$ cat src/hdl/amrc_pkg.sv
// Package with register layout, reset values and codes for the mode register block
package amrc_pkg;
    localparam int DATA_W           = 12;   // Parallel data bus width
    localparam int REG_W            = 10;   // Width of each configuration register
    localparam int ADDR_LSB         = 10;   // Register select low bit on the bus
    localparam int ADDR_MSB         = 11;   // Register select high bit on the bus
    localparam logic [1:0] ADDR_MODE = 2'h0; // Mode configuration register
    localparam logic [1:0] ADDR_AUX  = 2'h1; // Auxiliary control register
    // Mode configuration register fields
    localparam int MODE_REF_BIT     = 0;
    localparam int MODE_PD_BIT      = 2;
    localparam int MODE_PICK_LSB    = 3;
    localparam int MODE_DIFF_LO_BIT = 5;
    localparam int MODE_DIFF_HI_BIT = 6;
    localparam int MODE_SCAN_BIT    = 7;
    localparam int MODE_TEST_LSB    = 8;
    localparam logic [9:0] MODE_RESET = 10'h020; // Single A differential pair
    localparam logic [9:0] MODE_WMASK = 10'h3FD; // Bit 1 reserved
    // Auxiliary control register fields
    localparam int AUX_RESET_BIT    = 0;
    localparam int AUX_SYNC_BIT     = 1;
    localparam int AUX_STROBE_BIT   = 6;
    localparam int AUX_FORMAT_BIT   = 7;
    localparam int AUX_OFFSET_BIT   = 8;
    localparam int AUX_DBG_BIT      = 9;
    localparam logic [9:0] AUX_RESET  = 10'h000;
    localparam logic [9:0] AUX_WMASK  = 10'h3C3; // Bits 2 to 5 reserved
    // Input codes for the current conversion slot
    typedef enum logic [2:0] {
        AMRC_IN_A_POS  = 3'h0,
        AMRC_IN_A_NEG  = 3'h1,
        AMRC_IN_B_POS  = 3'h2,
        AMRC_IN_B_NEG  = 3'h3,
        AMRC_IN_A_DIFF = 3'h4,
        AMRC_IN_B_DIFF = 3'h5,
        AMRC_IN_NONE   = 3'h7
    } amrc_input_t;
    // Test voltage selection codes
    localparam logic [1:0] TEST_NORMAL = 2'h0;
    localparam logic [1:0] TEST_TOP    = 2'h1;
    localparam logic [1:0] TEST_MID    = 2'h2;
    localparam logic [1:0] TEST_BOTTOM = 2'h3;
    localparam int SEQ_MAX          = 4;    // Longest autoscan sequence
endpackage : amrc_pkg

$ cat src/hdl/amrc_seq_if.sv
// Interface carrying the scan plan from the decoder to the sequencer
`timescale 1ns/1ps
interface amrc_seq_if;
    logic [11:0] slots;     // Four 3-bit slot codes, slot 0 lowest
    logic [2:0]  len;       // Number of slots, 0 for an illegal code
    logic        step;      // Advance one slot
    logic        restart;   // Return to slot 0
    logic [2:0]  cur;       // Current slot code
    logic        first;     // Current slot is slot 0
    modport ctrl (output slots, output len, output step, output restart,
                  input cur, input first);
    modport seq  (input slots, input len, input step, input restart,
                  output cur, output first);
endinterface : amrc_seq_if

$ cat src/hdl/amrc_mode_regs.sv
// Configuration registers, decode and input sequencing of the four-input converter
`timescale 1ns/1ps
// Function
// Two ten-bit configuration registers
// Bus bits 10 and 11 select register
// Bus bits 0 to 9 carry value
// Code 0 mode, code 1 aux, rest reserved
// Bit 0 picks internal or external reference
// Bit 2 powers down; bus stays alive
// Single-ended pick by bits 4 and 3
// Differential A or B pair selection
// Autoscan two, three or four single inputs
// Autoscan mixing singles with B pair
// Autoscan alternating both differential pairs
// Scan bits enable sequencing, else continuous
// Test bits pick normal, top, mid, bottom
// Mode reset value selects A pair
// Aux register bit layout
// Reset bit restores registers, held until cleared
// Sync clear bit resets sync generator
// Strobe style merges read and write strobes
// Output format twos complement or binary
// Host avoids reserved codes and bits
// Capture on strobe end, apply next conversion
module amrc_mode_regs (
    input  wire logic        clk,
    input  wire logic        rst,
    input  wire logic        conv_clk,
    input  wire logic        cs_n,
    input  wire logic        write_strobe_n,
    input  wire logic        read_strobe_n,
    input  wire logic [11:0] data_in,
    output logic [11:0]      data_out,
    output logic             data_oe_n,
    output logic             ref_external,
    output logic             powerdown,
    output logic [2:0]       conv_input,
    output logic             scan_first,
    output logic             config_illegal,
    output logic [1:0]       test_sel,
    output logic             device_in_reset,
    output logic             sync_clear,
    output logic             twos_complement,
    output logic             offset_cal,
    output logic             debug_mode,
    output logic             read_pulse
);
    // Synchroniser stages for all pins
    logic [1:0] cc_s_r, cs_s_r, wr_s_r, rd_s_r;
    logic [11:0] d_s1_r, d_s2_r;
    logic cc_d_r, wr_d_r, rd_d_r;            // Delayed samples for edges
    logic [9:0] mode_r, mode_nxt;            // Mode configuration register
    logic [9:0] aux_r, aux_nxt;              // Auxiliary control register
    logic [9:0] act_r;                       // Mode applied to the converter
    logic       apply_pend_r;                // New mode awaits conversion clock
    logic       sync_clr_r;                  // Sync clear pulse register
    logic [11:0] dout_r;
    logic       oe_n_r, rd_p_r;
    logic       ill_r;
    logic [1:0] test_r;
    logic       scan_r;                      // Legal scan plan applied
    logic       fmt_r;                       // Twos complement output flag
    logic       apply_rst_r;                 // Sequencer restart after a new mode
    logic       cs_act_d;                    // Chip select active, one clock late

    amrc_seq_if sq ();

    // Two flip-flops on every pin before use
    always_ff @(posedge clk or posedge rst) begin
        if (rst) begin
            cc_s_r <= 2'h0;
            cs_s_r <= 2'h3;
            wr_s_r <= 2'h3;
            rd_s_r <= 2'h3;
            d_s1_r <= 12'h000;
            d_s2_r <= 12'h000;
        end else begin
            cc_s_r <= {cc_s_r[0], conv_clk};
            cs_s_r <= {cs_s_r[0], cs_n};
            wr_s_r <= {wr_s_r[0], write_strobe_n};
            rd_s_r <= {rd_s_r[0], read_strobe_n};
            d_s1_r <= data_in;
            d_s2_r <= d_s1_r;
        end
    end

    // Second-stage copies feed the edge detectors
    always_ff @(posedge clk or posedge rst) begin
        if (rst) begin
            cc_d_r <= 1'b0;
            wr_d_r <= 1'b1;
            rd_d_r <= 1'b1;
        end else begin
            cc_d_r <= cc_s_r[1];
            wr_d_r <= wr_s_r[1];
            rd_d_r <= rd_s_r[1];
        end
    end

    // Strobe decode; combined style treats write strobe as direction
    wire cs_act    = ~cs_s_r[1];
    wire style_rw  = aux_r[amrc_pkg::AUX_STROBE_BIT];
    wire wr_end    = wr_s_r[1] & ~wr_d_r;                        // Rising write strobe
    wire rd_start  = ~rd_s_r[1] & rd_d_r;
    // Combined style: chip select idle this clock and idle the last, while direction low, is a write
    wire cs_end    = cs_s_r[1] & ~cs_act_d;
    wire wr_evt    = style_rw ? (cs_end & ~wr_d_r) : (wr_end & cs_act);
    wire rd_evt    = style_rw ? (cs_act & wr_s_r[1] & ~cs_act_d)
                              : (rd_start & cs_act);
    wire rd_level  = style_rw ? (cs_act & wr_s_r[1]) : (cs_act & ~rd_s_r[1]);
    wire conv_edge = ~cc_s_r[1] & cc_d_r;                        // Falling edge starts conversion

    // Address decode of the upper data bits
    wire [1:0] addr     = d_s2_r[amrc_pkg::ADDR_MSB:amrc_pkg::ADDR_LSB];
    wire [9:0] wval     = d_s2_r[amrc_pkg::REG_W-1:0];
    wire       wr_mode  = wr_evt & (addr == amrc_pkg::ADDR_MODE);
    wire       wr_aux   = wr_evt & (addr == amrc_pkg::ADDR_AUX);
    wire       soft_rst = aux_r[amrc_pkg::AUX_RESET_BIT];

    always_ff @(posedge clk or posedge rst) begin
        if (rst) cs_act_d <= 1'b0;
        else     cs_act_d <= cs_act;
    end

    // Next register values; reserved bits are forced to zero
    always_comb begin
        mode_nxt = mode_r;
        aux_nxt  = aux_r;
        if (wr_aux) begin
            aux_nxt = wval & amrc_pkg::AUX_WMASK;
        end
        if (soft_rst && !(wr_aux && !wval[amrc_pkg::AUX_RESET_BIT])) begin
            // Held in reset: mode stays at its reset value
            mode_nxt = amrc_pkg::MODE_RESET;
            if (!wr_aux) aux_nxt = aux_r;
        end else if (wr_mode) begin
            mode_nxt = wval & amrc_pkg::MODE_WMASK;
        end
        if (wr_aux && wval[amrc_pkg::AUX_RESET_BIT]) begin
            // Reset write: everything but the reset bit returns to reset
            aux_nxt  = amrc_pkg::AUX_RESET | 10'h001;
            mode_nxt = amrc_pkg::MODE_RESET;
        end
    end

    // Register storage; writes work in power down too
    always_ff @(posedge clk or posedge rst) begin
        if (rst) begin
            mode_r <= amrc_pkg::MODE_RESET;
            aux_r  <= amrc_pkg::AUX_RESET;
            fmt_r  <= ~amrc_pkg::AUX_RESET[amrc_pkg::AUX_FORMAT_BIT];
        end else begin
            mode_r <= mode_nxt;
            aux_r  <= aux_nxt;
            // Own flop so the output needs no inverter after the register
            fmt_r  <= ~aux_nxt[amrc_pkg::AUX_FORMAT_BIT];
        end
    end

    // New mode takes effect only at a conversion clock edge or while soft reset is held
    always_ff @(posedge clk or posedge rst) begin
        if (rst) begin
            act_r        <= amrc_pkg::MODE_RESET;
            apply_pend_r <= 1'b0;
        end else if (conv_edge || soft_rst) begin
            act_r        <= mode_r;
            // A write landing in this very cycle stays pending
            apply_pend_r <= (mode_nxt != mode_r);
        end else if (mode_nxt != mode_r) begin
            apply_pend_r <= 1'b1;
        end
    end

    // Scan plan decode from the applied mode
    wire       scan  = act_r[amrc_pkg::MODE_SCAN_BIT];
    wire [1:0] dcnt  = {act_r[amrc_pkg::MODE_DIFF_HI_BIT], act_r[amrc_pkg::MODE_DIFF_LO_BIT]};
    wire [1:0] pick  = act_r[amrc_pkg::MODE_PICK_LSB +: 2];
    wire [4:0] code  = {scan, dcnt, pick};
    logic [11:0] plan;
    logic [2:0]  plan_len;

    // Four slots packed low first; unused slots hold the none code
    function automatic logic [11:0] pack4(input logic [2:0] a, input logic [2:0] b,
                                          input logic [2:0] c, input logic [2:0] d);
        pack4 = {d, c, b, a};
    endfunction : pack4

    always_comb begin
        plan     = pack4(3'h7, 3'h7, 3'h7, 3'h7);
        plan_len = 3'h0;
        case (code)
            5'h00, 5'h01, 5'h02, 5'h03: begin
                plan     = pack4({1'b0, pick}, 3'h7, 3'h7, 3'h7);
                plan_len = 3'h1;
            end
            5'h04: begin
                plan     = pack4(3'h4, 3'h7, 3'h7, 3'h7);
                plan_len = 3'h1;
            end
            5'h05: begin
                plan     = pack4(3'h5, 3'h7, 3'h7, 3'h7);
                plan_len = 3'h1;
            end
            5'h11: begin
                plan     = pack4(3'h0, 3'h1, 3'h7, 3'h7);
                plan_len = 3'h2;
            end
            5'h12: begin
                plan     = pack4(3'h0, 3'h1, 3'h2, 3'h7);
                plan_len = 3'h3;
            end
            5'h13: begin
                plan     = pack4(3'h0, 3'h1, 3'h2, 3'h3);
                plan_len = 3'h4;
            end
            5'h15: begin
                plan     = pack4(3'h0, 3'h5, 3'h7, 3'h7);
                plan_len = 3'h2;
            end
            5'h16: begin
                plan     = pack4(3'h0, 3'h1, 3'h5, 3'h7);
                plan_len = 3'h3;
            end
            5'h19: begin
                plan     = pack4(3'h4, 3'h5, 3'h7, 3'h7);
                plan_len = 3'h2;
            end
            default: begin
                // Reserved code: no input converted, flagged instead
                plan     = pack4(3'h7, 3'h7, 3'h7, 3'h7);
                plan_len = 3'h0;
            end
        endcase
    end

    assign sq.slots   = plan;
    assign sq.len     = plan_len;
    assign sq.step    = conv_edge & ~act_r[amrc_pkg::MODE_PD_BIT];
    assign sq.restart = sync_clr_r | soft_rst | apply_rst_r;

    // Restart one clock after the apply edge, so slot 0 comes from the new plan
    always_ff @(posedge clk or posedge rst) begin
        if (rst) apply_rst_r <= 1'b0;
        else     apply_rst_r <= conv_edge & apply_pend_r;
    end

    amrc_sequencer u_seq (
        .clk (clk),
        .rst (rst),
        .sq  (sq)
    );

    // Sync clear pulse: one cycle per separate-strobe write of the bit, one per clock the write event holds in merged style
    always_ff @(posedge clk or posedge rst) begin
        if (rst) sync_clr_r <= 1'b0;
        else     sync_clr_r <= wr_aux & wval[amrc_pkg::AUX_SYNC_BIT];
    end

    // Readback of the addressed register on reads, bus kept alive in power down
    always_ff @(posedge clk or posedge rst) begin
        if (rst) begin
            dout_r <= 12'h000;
            oe_n_r <= 1'b1;
            rd_p_r <= 1'b0;
        end else begin
            oe_n_r <= ~rd_level;
            rd_p_r <= rd_evt;
            if (rd_evt) dout_r <= {2'h0, (addr == amrc_pkg::ADDR_AUX) ? aux_r : mode_r};
        end
    end

    // Status outputs registered from applied state
    always_ff @(posedge clk or posedge rst) begin
        if (rst) begin
            ill_r  <= 1'b0;
            test_r <= amrc_pkg::TEST_NORMAL;
            scan_r <= 1'b0;
        end else begin
            ill_r  <= (plan_len == 3'h0);
            scan_r <= (plan_len != 3'h0) & scan;
            test_r <= act_r[amrc_pkg::MODE_TEST_LSB +: 2];
        end
    end

    assign data_out        = dout_r;
    assign data_oe_n       = oe_n_r;
    assign ref_external    = act_r[amrc_pkg::MODE_REF_BIT];
    assign powerdown       = act_r[amrc_pkg::MODE_PD_BIT];
    assign conv_input      = sq.cur;
    assign scan_first      = scan_r;
    assign config_illegal  = ill_r;
    assign test_sel        = test_r;
    assign device_in_reset = aux_r[amrc_pkg::AUX_RESET_BIT];
    assign sync_clear      = sync_clr_r;
    assign twos_complement = fmt_r;
    assign offset_cal      = aux_r[amrc_pkg::AUX_OFFSET_BIT];
    assign debug_mode      = aux_r[amrc_pkg::AUX_DBG_BIT];
    assign read_pulse      = rd_p_r;

    // Checks on the register behaviour
    AST_MODE_RESET: assert property (@(posedge clk) disable iff (rst)
        $rose(aux_r[0]) |-> mode_r == amrc_pkg::MODE_RESET)
        else $error("mode not restored by soft reset");
    AST_MODE_WRITE: assert property (@(posedge clk) disable iff (rst)
        wr_mode && !soft_rst |=> mode_r == ($past(wval) & amrc_pkg::MODE_WMASK))
        else $error("mode write not stored");
    AST_AUX_RSVD: assert property (@(posedge clk) disable iff (rst)
        (aux_r & ~amrc_pkg::AUX_WMASK) == 10'h000)
        else $error("aux reserved bits set");
    AST_RSVD_ADDR: assert property (@(posedge clk) disable iff (rst)
        wr_evt && addr[1] |=> $stable(mode_r) && $stable(aux_r))
        else $error("reserved address changed a register");
    AST_SYNC_PULSE: assert property (@(posedge clk) disable iff (rst)
        sync_clr_r |=> !sync_clr_r || $past(wr_aux))
        else $error("sync clear pulse too long");
    AST_APPLY: assert property (@(posedge clk) disable iff (rst)
        !conv_edge && !soft_rst |=> $stable(act_r))
        else $error("mode applied without conversion edge");
    AST_FORMAT: assert property (@(posedge clk) disable iff (rst)
        twos_complement != aux_r[amrc_pkg::AUX_FORMAT_BIT])
        else $error("output format wrong");
    AST_PD_HOLD: assert property (@(posedge clk) disable iff (rst)
        act_r[2] && !sq.restart |=> $stable(sq.cur))
        else $error("sequencer moved in power down");
    AST_RESTART_SLOT0: assert property (@(posedge clk) disable iff (rst)
        sq.restart |=> sq.first)
        else $error("sequencer not at slot 0 after restart");
endmodule : amrc_mode_regs

$ cat src/hdl/amrc_sequencer.sv
// Slot sequencer walking the autoscan plan one conversion at a time
`timescale 1ns/1ps
module amrc_sequencer (
    input  wire logic   clk,
    input  wire logic   rst,
    amrc_seq_if.seq     sq
);
    logic [1:0] idx_r;      // Current slot index
    logic [1:0] idx_nxt;    // Next slot index
    logic [2:0] cur_r;      // Registered slot code
    logic       wrap;       // Last slot reached

    // Wrap at plan length so a shorter plan never reads stale slots
    assign wrap    = ({1'b0, idx_r} + 3'h1) >= sq.len;
    assign idx_nxt = (sq.restart || wrap) ? 2'h0 : idx_r + 2'h1;

    // Index and code advance on each conversion step
    always_ff @(posedge clk or posedge rst) begin
        if (rst) begin
            idx_r <= 2'h0;
            cur_r <= 3'h7;
        end else if (sq.restart || sq.step) begin
            idx_r <= sq.restart ? 2'h0 : idx_nxt;
            cur_r <= sq.slots[3*(sq.restart ? 2'h0 : idx_nxt) +: 3];
        end
    end

    assign sq.cur   = cur_r;
    assign sq.first = (idx_r == 2'h0);
endmodule : amrc_sequencer
$ cat config.mk
export PLATFORM = sky130hd
export DESIGN_NAME = amrc_mode_regs
export DESIGN_NICKNAME = d
export VERILOG_FILES = /design/src/hdl/amrc_pkg.sv /design/src/hdl/amrc_seq_if.sv /design/src/hdl/amrc_mode_regs.sv /design/src/hdl/amrc_sequencer.sv
export SDC_FILE = /design/constraint.sdc
export NUM_CORES = 1
export LEC_CHECK = 0
export BUFFER_PORTS_ARGS = -buffer_cell sky130_fd_sc_hd__buf_2
export CAP_MARGIN = 20
export CORE_AREA = 8 8 132 134
export CTS_CLUSTER_SIZE = 28
export DETAILED_ROUTE_END_ITERATION = 7
export DIE_AREA = 0 0 140 142
export GPL_ROUTABILITY_DRIVEN = 0
export PLACE_DENSITY = 0.4
export SETUP_SLACK_MARGIN = 0.05
export SKIP_CTS_REPAIR_TIMING = 1
export SYNTH_ARGS = -nofsm -noshare
export SYNTH_HDL_FRONTEND = slang
export SYNTH_HIERARCHICAL = 1
export SYNTH_SLANG_ARGS = --single-unit
export TNS_END_PERCENT = 30
$ cat constraint.sdc
create_clock -name clk -period 5.4 [get_ports clk]
set_input_delay 0.54 -clock clk [delete_from_list [all_inputs] [get_ports clk]]
set_output_delay 0.54 -clock clk [all_outputs]
set_load 0.03 [all_outputs]
# Word level (Yosys, flattened, before mapping)
# Cells that the tools add are included.
[word_totals]
register_bits = 91
output_inout_bits = 28
wordCells = 106
[op_classes]
add_sub_neg = 2
multipliers = 1
n_lt_le_gt_ge = 1
n_eq_ne = 14
shift = 1
muxes = 18
n_bitwise = 26
n_reduce_logical = 17
[op_table]
columns = ["operator", "n"]
rows = [
  ["$pmux 12 s9", 1],
  ["$mux 10", 8],
  ["$shiftx 12x33->3", 1],
  ["$mul 2x32->32 const A", 1],
  ["$eq 5x5->1 const B", 6],
  ["$and 1x1->1", 16],
  ["$pmux 3 s4", 1],
  ["$eq 5x2->1 const B", 2],
  ["$eq 5x3->1 const B", 2],
  ["$ne 10x10->1", 1],
  ["$not 1->1", 8],
  ["$mux 2", 3],
  ["$reduce_or 6->1", 1],
  ["$eq 5x1->1 const B", 1],
  ["$logic_not 5->1", 1],
  ["$mux 1", 5],
  ["$reduce_or 4->1", 1],
  ["$add 2x1->3 const B", 1],
  ["$ge 3x3->1", 1],
  ["$logic_and 1x1->1", 3],
  ["$logic_not 3->1", 1],
  ["$logic_or 1x1->1", 3],
  ["$ne 3x2->1 const B", 1],
  ["$reduce_bool 3->1", 1],
  ["8 further kinds", 10],
]

# Logic depth before layout (Yosys ltp)
[depth]
depth_word = 13
depth_mapped = 11

# Modules after synthesis
# Netlist, hierarchy kept.
[modules_own_cells]
columns = ["mod", "n_inst", "cells_per_inst", "area_each_um2", "seq_area_each_um2"]
rows = [
  ["amrc_mode_regs", 1, 274, 3291.9, 2142.1],
  ["amrc_sequencer", 1, 50, 473.0, 128.9],
]

# Worst setup path after synthesis
# Ideal clock, no wire load.
[synth_path]
kind = "reg-to-reg"
start = "register act_r[7]"
end = "register u_seq.cur_r[0] (netlist: u_seq/sq.cur[0])"
arrival_time_ns = 2.313
required_ns = 5.322
slack_ns = 3.009
stages_incl_launch_ff = 11
path_buffers = 1
period_less_slack_ns = 2.391
path_cell_list = "dfrtp_1 > clkbuf_1 > nor2b_1 > nand3_1 > inv_1 > inv_1 > ha_1 > a211oi_4 > o21ai_2 > or3b_1 > a41oi_2"
[synth_between]
elab_cells_between_ends = 24
[synth_rtl]
columns = ["item", "line", "rtl"]
rows = [
  ["start, declared", "amrc_mode_regs.sv:54", "logic [9:0] act_r;"],
  ["start signal, assigned", "amrc_mode_regs.sv:163", "act_r <= amrc_pkg::MODE_RESET;"],
  ["start signal, assigned", "amrc_mode_regs.sv:166", "act_r <= mode_r;"],
  ["$eq 5x1->1 (tied with other cells)", "amrc_mode_regs.sv:191", "case (code)"],
  ["$reduce_or 4->1", "n/a", ""],
  ["$pmux 12 s9 *", "amrc_mode_regs.sv:191", ""],
  ["net plan[11]", "amrc_mode_regs.sv:179", "logic [11:0] plan;"],
  ["$shiftx 12x33->3 *", "amrc_sequencer.sv:24", "cur_r <= sq.slots[3*(sq.restart ? 2'h0 : idx_nxt) +: 3];"],
  ["end signal, assigned", "amrc_sequencer.sv:24", ""],
  ["end, declared", "amrc_sequencer.sv:10", "logic [2:0] cur_r;"],
]
# The timed path passes the listed nets; every way through them passes the cells marked *.
# A chain may end at the register's enable or synchronous reset.

# Worst setup path after layout
[layout_path]
start = "register u_seq.idx_r[0]"
end = "register u_seq.cur_r[0] (netlist: u_seq/sq.cur[0])"
[layout_between]
elab_chain_cells = 7
elab_cells_between_ends = 8
[layout_lines]
columns = ["item", "line", "rtl"]
rows = [
  ["start, declared", "amrc_sequencer.sv:8", "logic [1:0] idx_r;"],
  ["start signal, assigned", "amrc_sequencer.sv:23", "idx_r <= sq.restart ? 2'h0 : idx_nxt;"],
  ["$add 2x1->3", "amrc_sequencer.sv:14", "assign wrap = ({1'b0, idx_r} + 3'h1) >= sq.len;"],
  ["$ge 3x3->1", "amrc_sequencer.sv:14", ""],
  ["$logic_or 1x1->1", "amrc_sequencer.sv:15", "assign idx_nxt = (sq.restart || wrap) ? 2'h0 : idx_r + 2'h1;"],
  ["$mux 2 *", "amrc_sequencer.sv:15", ""],
  ["$mux 2 *", "amrc_sequencer.sv:24", ""],
  ["$mul 2x32->32 *", "amrc_sequencer.sv:24", ""],
  ["$shiftx 12x33->3 *", "amrc_sequencer.sv:24", ""],
]
# Every way passes the cells marked *; elsewhere a longest branch is shown, timed or not.

==> results.toml <==
[timing]
rsz0062_at_grt = "false"
setup_viol = 0
final_max_slew_viol_count = 0
slew_headroom_pct = 45.11
hold_viol_final = 0
setup_tns_ns = 0
finClkSkew_ns = 0.01174
clock.fmax_ghz = 0.3994
worst_slew_pin_slew_ns = 0.8234
layout_setup_ws_ns = 2.896
whs_ns = 0.1054
period_needed_ns = 2.504
fin_crit_sh_pct = 46.36

[routing]
top_layer = "met4"
drt_iter0_drc = 145
wl_mm = 8.329
routed-wl-met2_mm = 3.871
routedWlPerCell_um = 14.74
drc = 0
post_drt_via_cell_ratio = 4.290
wl_met3_um = 261
dr.pass1.iters = 4
vias = 2424
wl_met1_mm = 3.906
ant_nets = 0

[clock_network]
path_clk_slew_ns = 0.07
cts_inserted_buffers = 9
cts_root_buffer = "clkbuf_16"
clock_latency_ns = 0.35
tritoncts = "built"
cts_sinks = 90
clock_path_buffers = 2
htree_levels = 3

[finish]
seq_area_um2 = 2271
drive_above_1_share_pct = 25.47
diodes = 0
finalInstanceArea_um2 = 4471
area_growth_syn_to_layout_pct = 18.74
layout_common_cells = "dfrtp_1, buf_2, nor2_1, nand2_1, inv_1"
fill_cells = 1611
layout_commonest_cell = "dfrtp_1"
multi_input_comb_area_um2 = 1340
nets = 391

[placed_design]
placed_cell_area_um2 = 4177
dp_slack_ns = 2.882
hpwlAfterDp_mm = 5.953
port-buffer-count = 43

[worst_setup_path]
critPathLaunchType = "flip-flop"
r2r_start = "u_seq/idx_r[0]"
crit_required_ns = 5.67
cp_common_cell = "ha_1"
path_cells = "inv_1 -> ha_1 -> ha_1 -> a211oi_4 -> o21ai_2 -> or3b_1 -> a41oi_2"
worstSetupEndpointType = "flip-flop"
cp.arrival_ns = 2.78
cpPeakStageDelay_ns = 0.56
ff2ff_path_depth = 7
critPathSlowestCell = "dfrtp_1"
path_max_fanout = 9
reg2reg_to = "u_seq/sq.cur[0]"
r2r_slack_ns = 2.90
worstSetupPathType = "flip-flop to flip-flop"

[synthesis]
synthFlopType = "dfrtp_1"
synth_top_area_cell = "dfrtp_1"
synth_top_area_share_pct = 49.85
syn-cell-area_um2 = 3765
synth.area.top_cells = "dfrtp_1, dfstp_2, mux2i_1"
ys_types = 55
netlist_instances = 324
synth_warnings = 6
ys_seq_area_share_pct = 60.32
async_flop_share_pct = 100.0
synth-seq-cells = 90
avgSynthCellArea_um2 = 11.62
synth-edff-count = 0

[grt]
groute.usage.overall_pct = 9.031
first_global_vias = 2539
grt_pass1_wl_mm = 13.82
grt.overflow.total = 0
grt_max_degree = 46
antenna_found_initial = 0

[power]
vdd_drop_max_v = 0.0001469
p_leak_uw = 0.002014
power_density_nw_per_um2 = 425.1

[hold_path]
hold_path_class = "input port to asynchronous set/reset pin"

[floorplan]
die_area_um2 = 19880
rows = 46
coreArea_um2 = 15420
io_pins = 46
die_h_um = 142
dieWidth_um = 140
initial_core_util_pct = 24.41

[outcome]
outcome = "finished clean"

[job]
cap_violations = 0
[worst max-delay path: cells and delay by family (launching register included)]
| kind | cells | cell delay [ns] |
|---|---|---|
| AOI/OAI and AO/OA | 3 | 0.62 |
| adders and majority gates | 2 | 0.67 |
| buffers and inverters | 1 | 0.18 |
| DFF | 1 | 0.56 |
| and+or+nand+nor | 1 | 0.40 |
[layout make-up]
| type | instances | area share [%] |
|---|---|---|
| Tap cell | 192 | 5.374 |
| Inverter | 23 | 1.959 |
| Clock buffer | 9 | 5.038 |
| Sequential cell | 90 | 50.80 |
| Clock inverter | 7 | 1.539 |
| Multi-Input combinational cell | 198 | 29.97 |
| Timing Repair Buffer | 46 | 5.318 |
[stage by stage]
| stage | cells | util [%] | power (µW) |
|---|---|---|---|
| final | 565 | 28.98 | 1900 |
| after global routing | 565 | 28.98 | 2019 |
| after CTS | 565 | 28.98 | 1942 |
| after detailed placement | 549 | 27.08 | 1313 |
| after global placement | 549 | 27.08 | 1306 |
| after floorplan | 327 | - | 1178 |
[report_power, final]
part           internal, µW  total, µW  switching [µW]
registers               776        856            80.3
logic                   155        431             276
clock network           325        613             288
[registers in the layout, summed over array words and instances, names as in the netlist, 2 cells and up]
register	flops
cs_s_r	2
u_seq/sq.cur	3
data_out	10
d_s1_r	12
test_sel	2
d_s2_r	12
aux_r	10
mode_r	10
u_seq/idx_r	2
cc_s_r	2
rd_s_r	2
act_r	9
wr_s_r	2
[synthesized netlist by cell type, drive strengths merged (2+ instances only)]
master / instances
mux2i: 20
buf: 5
dfstp: 15
a21oi: 17
nor2: 29
nor3b: 2
a21o: 3
nand2b: 7
o31ai: 2
conb: 2
a211oi: 2
nand3b: 3
clkbuf: 11
o22ai: 4
or3b: 4
nand3: 2
ha: 5
o2111ai: 3
dfrtp: 75
and2: 6
inv: 23
o21a: 2
o21ai: 18
a211o: 2
o221ai: 2
nor2b: 5
nor3: 3
nand4: 2
nand2: 25
mux2: 6
a41oi: 3
[how the worst max path moves through the flow]
stage                              start              end  slack, ns  cells past startpoint
after floorplan                      rst         act_r[0]       2.69                      1
after global placement    u_seq/idx_r[0]  u_seq/sq.cur[1]       2.97                      7
after detailed placement  u_seq/idx_r[0]  u_seq/sq.cur[0]       2.88                      7
after CTS                 u_seq/idx_r[0]  u_seq/sq.cur[2]       2.88                      7
after global routing            act_r[7]  u_seq/sq.cur[2]       2.71                      9
final                     u_seq/idx_r[0]  u_seq/sq.cur[0]       2.90                      7
[per-layer routing]
layer	track usage [%]	up-vias
met5	0	-
met4	6.400	0
met3	1.778	16
met2	13.75	50
met1	11.35	1154
li1	-	1204
[cells by family after synthesis]
| family | Yosys count | synth area share [%] |
|---|---|---|
| buf+inv | 39 | 4.387 |
| flops | 90 | 60.32 |
| fa+ha+maj | 5 | 1.662 |
| simple gates | 93 | 12.89 |
| compound gates | 69 | 13.33 |
| mux | 26 | 7.211 |
| other cells | 2 | 0.1995 |
Note: power is estimated with default switching activity, not from simulation.
